**src/hdl/gpp_pkg.sv**
```systemverilog
// Functional notes
// - eight pins usable as gpio, crossbar resource or analog; six-pin variant
// - pin seven is shared with the debug data line
// - port latch read always returns present pin state regardless of crossbar
// - after reset cells are hi-z with pull-ups on until crossbar enabled
// - input mode bit 0 selects analog, 1 selects digital
// - analog pin disables pull-up, output driver and input receiver
// - analog pin always reads back as 0
// - push-pull pin drives pad high for 1 and low for 0
// - open-drain pin drives low for 0 and floats for 1
// - hi-z digital pin has pull-up on; pull-up off while driving low
// - global pull-up disable bit turns off all weak pull-ups
// - digital pin reads actual pad level, not the output value
// - converter/comparator on any pin; reference pin zero, oscillator pin three
// - crossbar places resources only on pins whose skip bit is 0
// - serial transmit and receive always sit on pins four and five
// - two event captures on any digital pin, never on analog pins
// - resources go in priority order to lowest free unskipped pin
// - output drivers stay off while crossbar is disabled
// - two-wire bus pins always operate open-drain
package gpp_pkg;
    localparam int NUM_PINS     = 8;
    localparam int NUM_PINS_MIN = 6;
    localparam int NUM_RES      = 11;
    localparam int PIN_DEBUG    = 7;
    localparam int PIN_VREF     = 0;
    localparam int PIN_EXTOSC   = 3;
    localparam int PIN_UART_TX  = 4;
    localparam int PIN_UART_RX  = 5;
    localparam int SEL_W        = 3;
    localparam logic [7:0] LATCH_RST = 8'hFF;
    localparam logic [7:0] MDIN_RST  = 8'hFF;
    localparam logic [7:0] ZERO8     = 8'h00;
    // resource indices in crossbar priority order
    localparam int RES_SDA  = 0;
    localparam int RES_SCL  = 1;
    localparam int RES_CP   = 2;
    localparam int RES_CPA  = 3;
    localparam int RES_SYS  = 4;
    localparam int RES_CEX0 = 5;
    localparam int RES_CEX1 = 6;
    localparam int RES_CEX2 = 7;
    localparam int RES_ECI  = 8;
    localparam int RES_T0   = 9;
    localparam int RES_T1   = 10;
    typedef enum logic [1:0] {GPP_EDGE_NONE, GPP_EDGE_RISE, GPP_EDGE_FALL}
        gpp_edge_e;
endpackage

```
**src/hdl/gpp_edge_cap.sv**
```systemverilog
`timescale 1ns/1ps
`default_nettype none
// event capture on one selectable digital pin
module gpp_edge_cap (
    input  wire logic                      ref_clk,    // clock
    input  wire logic                      rst_n,      // sync reset
    input  wire logic                      clk_en,     // freeze when low
    input  wire logic [gpp_pkg::NUM_PINS-1:0] pin_dig, // gated pin levels
    input  wire logic [gpp_pkg::NUM_PINS-1:0] pin_is_dig, // digital mode
    input  wire logic [gpp_pkg::SEL_W-1:0] sel,        // pin select
    input  wire logic                      invert,     // 1: falling edge
    output logic                           event_p     // one-cycle event
);
    logic       lvl_q;
    logic       lvl_d;
    logic       ok;
    assign lvl_d = pin_dig[sel] ^ invert;
    assign ok    = pin_is_dig[sel];
    always_ff @(posedge ref_clk) begin
        if (!rst_n) begin
            // track the pin in reset so no false edge follows release
            lvl_q   <= lvl_d;
            event_p <= 1'b0;
        end else if (clk_en) begin
            lvl_q   <= lvl_d;
            event_p <= ok & lvl_d & ~lvl_q;
        end
    end
endmodule
`default_nettype wire

```
**src/hdl/gpp_port.sv**
```systemverilog
`timescale 1ns/1ps
`default_nettype none
module gpp_port #(
    parameter int PINS = gpp_pkg::NUM_PINS
) (
    input  wire logic                  ref_clk,            // 200 MHz clock
    input  wire logic                  rst_n,              // sync reset
    input  wire logic                  clk_en,             // freeze when low
    input  wire logic                  latch_wr,           // latch write strobe
    input  wire logic [7:0]            latch_wdata,        // latch data
    input  wire logic [7:0]            pin_input_mode_bits,  // 1 digital
    input  wire logic [7:0]            pin_output_mode_bits, // 1 push-pull
    input  wire logic [7:0]            crossbar_skip_bits, // 1 skipped
    input  wire logic [7:0]            peripheral_route_select_a, // enables
    input  wire logic [7:0]            peripheral_route_select_b, // enables
    input  wire logic                  crossbar_enable,    // crossbar on
    input  wire logic                  weak_pullup_disable,// pull-ups off
    input  wire logic [7:0]            ext_int_pin_select, // event pins/pol
    input  wire logic [7:0]            pad_in,             // pad levels
    output logic [7:0]                 pad_out,            // pad drive value
    output logic [7:0]                 pad_oe_n,           // low = driving
    output logic [7:0]                 pad_pullup,         // weak pull-up on
    output logic [7:0]                 port_zero_latch,    // latch read
    output logic [7:0]                 pin_read,           // port read value
    output logic [7:0]                 analog_sel,         // analog enabled
    output logic                       debug_data_in,      // debug data pin
    input  wire logic                  uart_tx,            // serial tx
    output logic                       uart_rx,            // serial rx
    input  wire logic                  sda_out,            // bus data out
    output logic                       sda_in,             // bus data in
    input  wire logic                  scl_out,            // bus clock out
    output logic                       scl_in,             // bus clock in
    input  wire logic                  cmp_sync,           // comparator out
    input  wire logic                  cmp_async,          // async comparator
    input  wire logic                  system_clock_output_out,         // clock out
    input  wire logic [2:0]            cex_out,            // counter channels
    output logic [2:0]                 cex_in,             // channel inputs
    output logic                       eci_in,             // counter ext clock
    output logic                       t0_in,              // timer 0 input
    output logic                       t1_in,              // timer 1 input
    output logic                       ext_osc_pin,        // oscillator pin
    output logic                       vref_pin_analog,    // reference pin ok
    output logic                       event0,             // event 0 pulse
    output logic                       event1              // event 1 pulse
);
    localparam int N = gpp_pkg::NUM_PINS;
    localparam int R = gpp_pkg::NUM_RES;

    // ****************************************************
    // port latch and read-back
    // ****************************************************
    logic [N-1:0] latch_q;
    logic [N-1:0] latch_d;
    logic [N-1:0] pin_mask;
    logic [N-1:0] is_dig;
    logic [N-1:0] pin_lvl;

    assign latch_d = latch_wr ? latch_wdata : latch_q;
    always_ff @(posedge ref_clk) begin
        if (!rst_n) begin
            latch_q <= gpp_pkg::LATCH_RST;
        end else if (clk_en) begin
            latch_q <= latch_d;
        end
    end

    // six-pin variant keeps unbonded pins idle, neither digital nor analog
    genvar gm;
    generate
        for (gm = 0; gm < N; gm++) begin : g_mask
            assign pin_mask[gm] = (gm < PINS);
        end
    endgenerate

    assign is_dig   = pin_input_mode_bits & pin_mask;
    assign pin_lvl  = pad_in & is_dig;
    assign analog_sel = ~pin_input_mode_bits & pin_mask;
    assign vref_pin_analog = analog_sel[gpp_pkg::PIN_VREF];
    assign ext_osc_pin     = pad_in[gpp_pkg::PIN_EXTOSC];
    assign debug_data_in   = pad_in[gpp_pkg::PIN_DEBUG];

    // read path registered, so the latch read shows pads, not latch
    always_ff @(posedge ref_clk) begin
        if (!rst_n) begin
            pin_read        <= gpp_pkg::ZERO8;
            port_zero_latch <= gpp_pkg::ZERO8;
        end else if (clk_en) begin
            pin_read        <= pin_lvl;
            port_zero_latch <= pin_lvl;
        end
    end

    // ****************************************************
    // priority crossbar
    // ****************************************************
    logic [R-1:0]   res_en;
    logic [R-1:0]   res_od;
    logic [N-1:0]   taken   [0:R];
    logic [N-1:0]   onehot  [0:R-1];
    logic [R-1:0]   res_out;
    logic [N-1:0]   xb_claim;
    logic [N-1:0]   xb_od;
    logic [N-1:0]   xb_val;

    assign res_en[gpp_pkg::RES_SDA]  = peripheral_route_select_a[2];
    assign res_en[gpp_pkg::RES_SCL]  = peripheral_route_select_a[2];
    assign res_en[gpp_pkg::RES_CP]   = peripheral_route_select_a[4];
    assign res_en[gpp_pkg::RES_CPA]  = peripheral_route_select_a[5];
    assign res_en[gpp_pkg::RES_SYS]  = peripheral_route_select_a[3];
    assign res_en[gpp_pkg::RES_CEX0] = |peripheral_route_select_a[7:6];
    assign res_en[gpp_pkg::RES_CEX1] = peripheral_route_select_a[7];
    assign res_en[gpp_pkg::RES_CEX2] = &peripheral_route_select_a[7:6];
    assign res_en[gpp_pkg::RES_ECI]  = peripheral_route_select_b[0];
    assign res_en[gpp_pkg::RES_T0]   = peripheral_route_select_b[1];
    assign res_en[gpp_pkg::RES_T1]   = peripheral_route_select_b[2];

    assign res_od  = {{(R-2){1'b0}}, 2'b11};
    assign res_out = {1'b0, 1'b0, 1'b0, cex_out, system_clock_output_out, cmp_async,
                      cmp_sync, scl_out, sda_out};

    // pins four and five are always held by the serial port
    assign taken[0] = crossbar_skip_bits | ~pin_mask |
        (N'(1) << gpp_pkg::PIN_UART_TX) |
        (N'(1) << gpp_pkg::PIN_UART_RX);

    genvar gr;
    generate
        for (gr = 0; gr < R; gr++) begin : g_res
            logic [N-1:0] free;
            assign free = ~taken[gr];
            // lowest free pin via two's complement isolate
            assign onehot[gr] = res_en[gr] ? (free & (~free + N'(1)))
                                           : {N{1'b0}};
            assign taken[gr+1] = taken[gr] | onehot[gr];
        end
    endgenerate

    always_comb begin
        xb_claim = {N{1'b0}};
        xb_od    = {N{1'b0}};
        xb_val   = {N{1'b0}};
        for (int r = 0; r < R; r++) begin
            xb_claim = xb_claim | onehot[r];
            if (res_od[r]) begin
                xb_od = xb_od | onehot[r];
            end
            if (res_out[r]) begin
                xb_val = xb_val | onehot[r];
            end
        end
    end

    // input-only resources and timers never drive a pad high
    logic [N-1:0] in_only;
    assign in_only = onehot[gpp_pkg::RES_ECI] | onehot[gpp_pkg::RES_T0] |
                     onehot[gpp_pkg::RES_T1];

    function automatic logic pick(input logic [N-1:0] oh,
                                  input logic [N-1:0] lv);
        pick = |(oh & lv);
    endfunction

    assign sda_in  = crossbar_enable ? pick(onehot[gpp_pkg::RES_SDA],
                                            pin_lvl) : 1'b1;
    assign scl_in  = crossbar_enable ? pick(onehot[gpp_pkg::RES_SCL],
                                            pin_lvl) : 1'b1;
    assign eci_in  = pick(onehot[gpp_pkg::RES_ECI], pin_lvl);
    assign t0_in   = pick(onehot[gpp_pkg::RES_T0], pin_lvl);
    assign t1_in   = pick(onehot[gpp_pkg::RES_T1], pin_lvl);
    assign uart_rx = crossbar_enable ? pin_lvl[gpp_pkg::PIN_UART_RX]
                                     : 1'b1;
    genvar gc;
    generate
        for (gc = 0; gc < 3; gc++) begin : g_cex
            assign cex_in[gc] = pick(onehot[gpp_pkg::RES_CEX0 + gc],
                                     pin_lvl);
        end
    endgenerate

    // ****************************************************
    // pad cell control
    // ****************************************************
    logic [N-1:0] val;
    logic [N-1:0] drv_low;
    logic [N-1:0] drv_high;
    logic [N-1:0] od_mode;
    logic [N-1:0] tx_mask;
    logic [N-1:0] out_q;
    logic [N-1:0] oe_n_q;
    logic [N-1:0] pu_q;

    assign tx_mask = N'(1) << gpp_pkg::PIN_UART_TX;
    // gpio pins take the latch; crossbar pins take their resource
    assign val = (xb_claim & ~in_only & xb_val) |
                 (tx_mask & {N{uart_tx}}) |
                 (~xb_claim & ~tx_mask & latch_q);
    // an input-only resource pin takes value 0, so a digital one drives low
    assign od_mode  = ~pin_output_mode_bits | xb_od;
    assign drv_low  = {N{crossbar_enable}} & is_dig & ~val;
    assign drv_high = {N{crossbar_enable}} & is_dig & val &
                      ~od_mode & ~(xb_claim & in_only);

    // hi-z digital pin pulled up unless disabled or driving low
    always_ff @(posedge ref_clk) begin
        if (!rst_n) begin
            out_q  <= gpp_pkg::ZERO8;
            oe_n_q <= gpp_pkg::LATCH_RST;
            pu_q   <= gpp_pkg::MDIN_RST;
        end else if (clk_en) begin
            out_q  <= drv_high;
            oe_n_q <= ~(drv_low | drv_high);
            pu_q   <= is_dig & ~drv_low & ~drv_high &
                      {N{~weak_pullup_disable}};
        end
    end
    assign pad_out    = out_q;
    assign pad_oe_n   = oe_n_q;
    assign pad_pullup = pu_q;

    // ****************************************************
    // external event capture
    // ****************************************************
    gpp_edge_cap u_ev0 (
        .ref_clk    (ref_clk),
        .rst_n      (rst_n),
        .clk_en     (clk_en),
        .pin_dig    (pin_lvl),
        .pin_is_dig (is_dig),
        .sel        (ext_int_pin_select[2:0]),
        .invert     (ext_int_pin_select[3]),
        .event_p    (event0)
    );
    gpp_edge_cap u_ev1 (
        .ref_clk    (ref_clk),
        .rst_n      (rst_n),
        .clk_en     (clk_en),
        .pin_dig    (pin_lvl),
        .pin_is_dig (is_dig),
        .sel        (ext_int_pin_select[6:4]),
        .invert     (ext_int_pin_select[7]),
        .event_p    (event1)
    );
endmodule
`default_nettype wire

```
**config.mk**
```make
export PLATFORM = sky130hd
export DESIGN_NAME = gpp_port
export DESIGN_NICKNAME = d
export VERILOG_FILES = /design/src/hdl/gpp_pkg.sv /design/src/hdl/gpp_edge_cap.sv /design/src/hdl/gpp_port.sv
export SDC_FILE = /design/constraint.sdc
export NUM_CORES = 1
export LEC_CHECK = 0
export BUFFER_PORTS_ARGS = -buffer_cell sky130_fd_sc_hd__buf_4
export CORE_MARGIN = 4
export CORE_UTILIZATION = 49
export DETAILED_ROUTE_END_ITERATION = 12
export PLACE_DENSITY = 0.76
export SLEW_MARGIN = 15
export SYNTH_ARGS = -nofsm -noshare
export SYNTH_HDL_FRONTEND = slang
export SYNTH_SLANG_ARGS = --single-unit
```
**constraint.sdc**
```tcl
create_clock -name ref_clk -period 7 [get_ports ref_clk]
set_input_delay 0.7 -clock ref_clk [delete_from_list [all_inputs] [get_ports ref_clk]]
set_output_delay 0.7 -clock ref_clk [all_outputs]
set_load 0.03 [all_outputs]
```
== Word level (Yosys, flattened, before mapping) ==
Cells that the tools add are included.

* Latch bits: 0
* Word-level logic and storage cells: 174
* Flip-flop bits (word level): 44
* Memory bits (read-only): 0
* Output and inout bits: 62
* RAM bits: 0
* Memories: 0

* Equality and inequality tests: 1
* Bitwise operators: 106
* Shift-type cells: 0
* Reduce and logical (&&, ||, !) cells: 11
* Add/subtract/negate cells: 11
* Div/mod/pow operators: 0
* Muxes and demuxes: 34
* $lt $le $gt $ge: 2
* $mul: 0

{| class="wikitable"
|+ Operators by type and width
! kind !! number
|-
| 8-bit bitwise AND || 32
|-
| 8-bit inverter || 32
|-
| 8-bit OR || 32
|-
| 8-bit two-way mux || 19
|-
| 8-bit by 1-bit adder with 8-bit output, second input constant || 11
|-
| 8-bit OR reduction || 8
|-
| 1-bit binary-select mux with 3-bit select || 4
|-
| 1-bit two-way mux || 11
|-
| 3-bit by 4-bit < comparator with 1-bit output, second input constant || 2
|-
| 8-bit by 5-bit OR with 8-bit output || 1
|-
| 1-bit bitwise AND || 4
|-
| 2-bit AND reduction || 2
|-
| 1-bit inverter || 3
|-
| 2-bit by 1-bit inequality test with 1-bit output, second input constant || 1
|-
| 2-bit OR reduction || 1
|-
| 1-bit bitwise XOR || 2
|}

== Logic depth before layout (Yosys ltp) ==
* Depth in word-level cells: 77
* Depth in mapped cells: 14
* Gate-level depth less buffers: 10

== Modules after synthesis ==
A second synthesis with hierarchy kept.

* Cell total of the unflattened synthesis: 695
* Area total of the unflattened synthesis: 4,982.3 um2

{| class="wikitable"
|+ Modules (own cells, without submodules)
! module !! instances !! cells each !! area an instance (um2)
|-
| gpp_port || 1 || 659 || 4,524.3
|-
| gpp_edge_cap || 2 || 18 || 229.0
|}

== Worst setup path before layout ==
No wires, ideal clock.

* Path type: input to output
* From: in crossbar_skip_bits[0]
* To: out cex_in[1]
* Data required time: 6.300 ns
* Path buffers: 2
* Stages on the path: 12
* Slack: 2.862 ns
* Arrival: 3.438 ns
* Cell sequence: buf_6 > clkbuf_1 > o2111ai_1 > o31ai_1 > nor4_1 > a21oi_1 > o21ai_0 > o311ai_0 > nor2_1 > a21oi_1 > a2bb2oi_1 > o21ai_0

* Word-level cells in the longest chain between the ends: 43

{| class="wikitable"
|+ Ends and longest elaborated chain
! element !! RTL line !! source
|-
| from (decl) || gpp_port.sv:13 || <nowiki>input wire logic [7:0] crossbar_skip_bits,</nowiki>
|-
| 8-bit inverter || gpp_port.sv:130 || <nowiki>assign free = ~taken[gr];</nowiki>
|-
| 8-bit inverter || gpp_port.sv:132 || <nowiki>assign onehot[gr] = res_en[gr] ? (free & (~free + N'(1)))</nowiki>
|-
| 8-bit by 1-bit adder with 8-bit output || gpp_port.sv:132 ||
|-
| 8-bit bitwise AND || gpp_port.sv:132 ||
|-
| 8-bit two-way mux || gpp_port.sv:132 ||
|-
| 8-bit OR (*) || gpp_port.sv:134 || <nowiki>assign taken[gr+1] = taken[gr] | onehot[gr];</nowiki>
|-
| 8-bit inverter || gpp_port.sv:130 ||
|-
| 8-bit inverter || gpp_port.sv:132 ||
|-
| (+27 left out) || -- ||
|-
| 8-bit OR (*) || gpp_port.sv:134 ||
|-
| 8-bit inverter (*) || gpp_port.sv:130 ||
|-
| 8-bit inverter || gpp_port.sv:132 ||
|-
| 8-bit by 1-bit adder with 8-bit output || gpp_port.sv:132 ||
|-
| 8-bit bitwise AND (*) || gpp_port.sv:132 ||
|-
| 8-bit two-way mux (*) || gpp_port.sv:132 ||
|-
| 8-bit bitwise AND (*) || gpp_port.sv:160 || <nowiki>pick = |(oh & lv);</nowiki>
|-
| 8-bit OR reduction (*) || gpp_port.sv:160 ||
|-
| to (decl) || gpp_port.sv:37 || <nowiki>output logic [2:0] cex_in,</nowiki>
|}

Mark *: on every way between the ends. The rest lies on a longest branch, timed or not.

== Final worst setup path ==
* From: in crossbar_skip_bits[0]
* To: out t0_in

* Word-level cells in the longest chain between the ends: 61

{| class="wikitable"
|+ Ends and longest elaborated chain
! element !! RTL line !! source
|-
| 8-bit inverter || gpp_port.sv:130 ||
|-
| 8-bit inverter || gpp_port.sv:132 ||
|-
| 8-bit by 1-bit adder with 8-bit output || gpp_port.sv:132 ||
|-
| 8-bit bitwise AND || gpp_port.sv:132 ||
|-
| 8-bit two-way mux || gpp_port.sv:132 ||
|-
| 8-bit OR (*) || gpp_port.sv:134 ||
|-
| 8-bit inverter || gpp_port.sv:130 ||
|-
| 8-bit inverter || gpp_port.sv:132 ||
|-
| (+45 left out) || -- ||
|-
| 8-bit OR (*) || gpp_port.sv:134 ||
|-
| 8-bit inverter (*) || gpp_port.sv:130 ||
|-
| 8-bit inverter || gpp_port.sv:132 ||
|-
| 8-bit by 1-bit adder with 8-bit output || gpp_port.sv:132 ||
|-
| 8-bit bitwise AND (*) || gpp_port.sv:132 ||
|-
| 8-bit two-way mux (*) || gpp_port.sv:132 ||
|-
| 8-bit bitwise AND (*) || gpp_port.sv:160 ||
|-
| 8-bit OR reduction (*) || gpp_port.sv:160 ||
|-
| to (decl) || gpp_port.sv:39 || <nowiki>output logic t0_in,</nowiki>
|}

Marked as above.

==> run_results.csv <==
group,metric,value,unit
logic_synthesis,synthMostInstantiatedCell,"nand2_1",
layout,seq_area,881,um^2
routing,wl_met1,6.87,mm
power_and_ir_drop,p_leak,2.36,nW
logic_synthesis,syn_inst,684,
logic_synthesis,synth_xor_area_frac,0.0163,
routing,top_layer_used,"met4",
logic_synthesis,synthFlopType,"dfxtp_1",
floorplan,rows,35,
logic_synthesis,synth_commonest_cells,"97 x nand2_1, 48 x nor2_1, 41 x dfxtp_1, 41 x o21ai_0, 33 x nand3_1",
global_route,antenna_found_initial,0,
layout,final_nets,838,
timing,period_minus_slack,4.96,ns
floorplan,start_util,0.514,
timing,rsz0062_at_grt,"false",
routing,postRouteWirelength,17.3,mm
clock_tree,clkTransAtPathRegs,0.09,ns
floorplan,io_pins,141,
layout,multiInputGateArea,3520,um^2
timing,min_period_over_period,0.708,
min_path,hp-start,"pad_out[6]$_SDFFE_PN0P_",
timing,fin_hold_ws,0.479,ns
clock_tree,htreeDepth,2,
logic_synthesis,yosys.area_share.adder,0.0194,
logic_synthesis,synth-compound-area-share,0.345,
timing,drv_slew,0,
run_status,status,"finished, final reports clean",
clock_tree,tritoncts,"built",
placement,place.gp.congestion,0.987,
logic_synthesis,async_reset_ff_frac,0,
timing,hold_viol,0,
clock_tree,cts_buffers,5,
logic_synthesis,synth_edf_count,2,
critical_path,cp-end-kind,"primary output",
logic_synthesis,synth_area_leaders,"dfxtp_1 17%, nand2_1 7.5%, o21ai_0 4.2%",
timing,slew_headroom,0.292,
clock_tree,cts_resized,0,
critical_path,startpoint_type,"input port",
logic_synthesis,synthDistinctLibCells,81,
logic_synthesis,synth_top_family_by_area,"compound AO/OA/AOI/OAI gates",
floorplan,chipHeight,107,um
logic_synthesis,synth_fp_nets,763,
clock_tree,hold_buffers,0,
critical_path,cp_max_fo,46,
power_and_ir_drop,power-per-cell-area,140,nW/um^2
job,maxCapViolations,0,
clock_tree,post_cts_buffers,0,
global_route,grtUsageTotal,0.288,
logic_synthesis,synth_mux_area_frac,0.0668,
layout,fillers,883,
routing,ant_nets,0,
global_route,grt_pass1_vias,5164,
logic_synthesis,synth_area,4840,um^2
layout,area_growth,19.1,%
clock_tree,clkLatencyLatePin,0.31,ns
timing,max_freq,0.202,GHz
logic_synthesis,yosys_warnings,0,
critical_path,timing.rr.start,"latch_q[2]$_SDFFE_PN1P_",
global_route,grt_max_degree,47,
critical_path,cp.required,6.30,ns
logic_synthesis,synth_top_area_frac,0.170,
global_route,overflow,0,
timing,worst_pin_slew,1.05,ns
routing,route.met2.wl,8.29,mm
routing,drc,0,
layout,drive_gt1_frac,0.229,
clock_tree,cts_buffer_depth,2,
logic_synthesis,seq_area_frac_synth,0.182,
power_and_ir_drop,vdd_ir_drop_max,93.1,uV
critical_path,path_class,"in2out",
critical_path,cp-startpoint,"crossbar_skip_bits[0]",
placement,dp_hpwl,13.2,mm
clock_tree,root_buffer,"clkbuf_8",
timing,fin_tns_setup,0,ns
critical_path,cp_data_arrival_time,4.26,ns
layout,diodes,0,
logic_synthesis,synth-simple-area-share,0.281,
routing,dr.pass1.iters,6,
routing,wl_met3,1.71,mm
floorplan,core,9420,um^2
timing,fin_skew,0.0104,ns
min_path,hp-class,"reg2reg",
timing,finalSetupViolCount,0,
routing,vias,5828,
logic_synthesis,yosys.area.top_type,"dfxtp_1",
floorplan,chipWidth,107,um
floorplan,dieArea,11500,um^2
routing,initialDrtViolationCount,646,
placement,io_buffers,130,
logic_synthesis,synth_seq_cells,43,
logic_synthesis,syn_avg_cell_area,7.07,um^2
clock_tree,clock-sinks,43,
routing,vias_per_cell,6.56,
routing,avgRoutedWirePerCell,19.5,um
global_route,grt_pass1_wl,27.0,mm
-- metrics by stage --
step	setup WS, ns	total power, mW	std cells	utilization	instance area (um^2)
final	2.04	0.809	889	0.612	5760
after global routing	1.67	0.852	889	0.612	5760
after CTS	2.07	0.805	889	0.612	5760
after detailed placement	2.07	0.623	881	0.600	5650
after global placement	2.13	0.616	881	0.600	5650
after floorplan	2.86	0.508	684	-	4840
-- placed cells by master (no fill, tap or decap), types with 12 or more instances in the layout --
cell type    n
a21boi_0    12
a21oi_1     32
a31oi_1     13
and2_1      12
buf_4      130
dfxtp_1     41
inv_1       28
mux2i_1     12
nand2_1     97
nand3_1     33
nor2_1      48
nor3_1      20
nor4_1      12
o211ai_1    13
o21ai_0     41
-- metal layers --
metal / vias to the layer above / GRT usage
met2: 357 / 0.483
met4: 0 / 0.0938
met3: 40 / 0.0456
met1: 2711 / 0.378
li1: 2720 / -
met5: - / 0
-- worst paths after layout --
kind | cells past startpoint | to | slack (ns)
max | 12 | t0_in | 2.04
min reg2reg | 2 | pad_out[6]$_SDFFE_PN0P_ | 0.48
max reg2reg | 6 | pad_pullup[2]$_SDFFE_PN1P_ | 5.31
min | 2 | pad_out[6]$_SDFFE_PN0P_ | 0.48
-- cell type report --
cell class | count | area share
clock inverters | 2 | 0.00239
multi-input cells | 549 | 0.611
flip-flops and latches | 43 | 0.153
inverters | 30 | 0.0195
clock buffers | 6 | 0.0163
repair buffers | 130 | 0.169
well taps | 129 | 0.0280
-- worst max-delay path, stage by stage --
cell      delay (ns)
buf_4           0.41
o21ai_1         0.21
o22ai_1         0.30
or2_2           0.23
a31oi_1         0.12
o211ai_1        0.80
o211ai_1        0.23
and3_1          0.25
o21a_1          0.21
mux2_2          0.28
a221o_1         0.33
buf_4           0.17
-- registers in the layout, summed over array words and instances, names as in the netlist --
name / count
pad_pullup: 8
u_ev0.event_p: 1
u_ev1.event_p: 1
u_ev1.lvl_q: 1
pad_oe_n: 8
pad_out: 8
u_ev0.lvl_q: 1
pin_read: 8
latch_q: 7
-- power by group --
part | leakage [nW] | internal [mW] | switching, mW | total, mW
sequential | 0.358 | 0.262 | 0.00863 | 0.270
combinational | 1.95 | 0.130 | 0.224 | 0.354
clock | 0.0563 | 0.0920 | 0.0930 | 0.185
total | 2.36 | 0.483 | 0.326 | 0.809
-- cell families after synthesis --
| group | Yosys count |
|---|---|
| flops | 43 |
| xor+xnor | 9 |
| simple gates | 280 |
| fa+ha+maj | 9 |
| buf+inv | 92 |
| compound gates | 229 |
| mux | 22 |
Power figures use the tool's default switching activity.
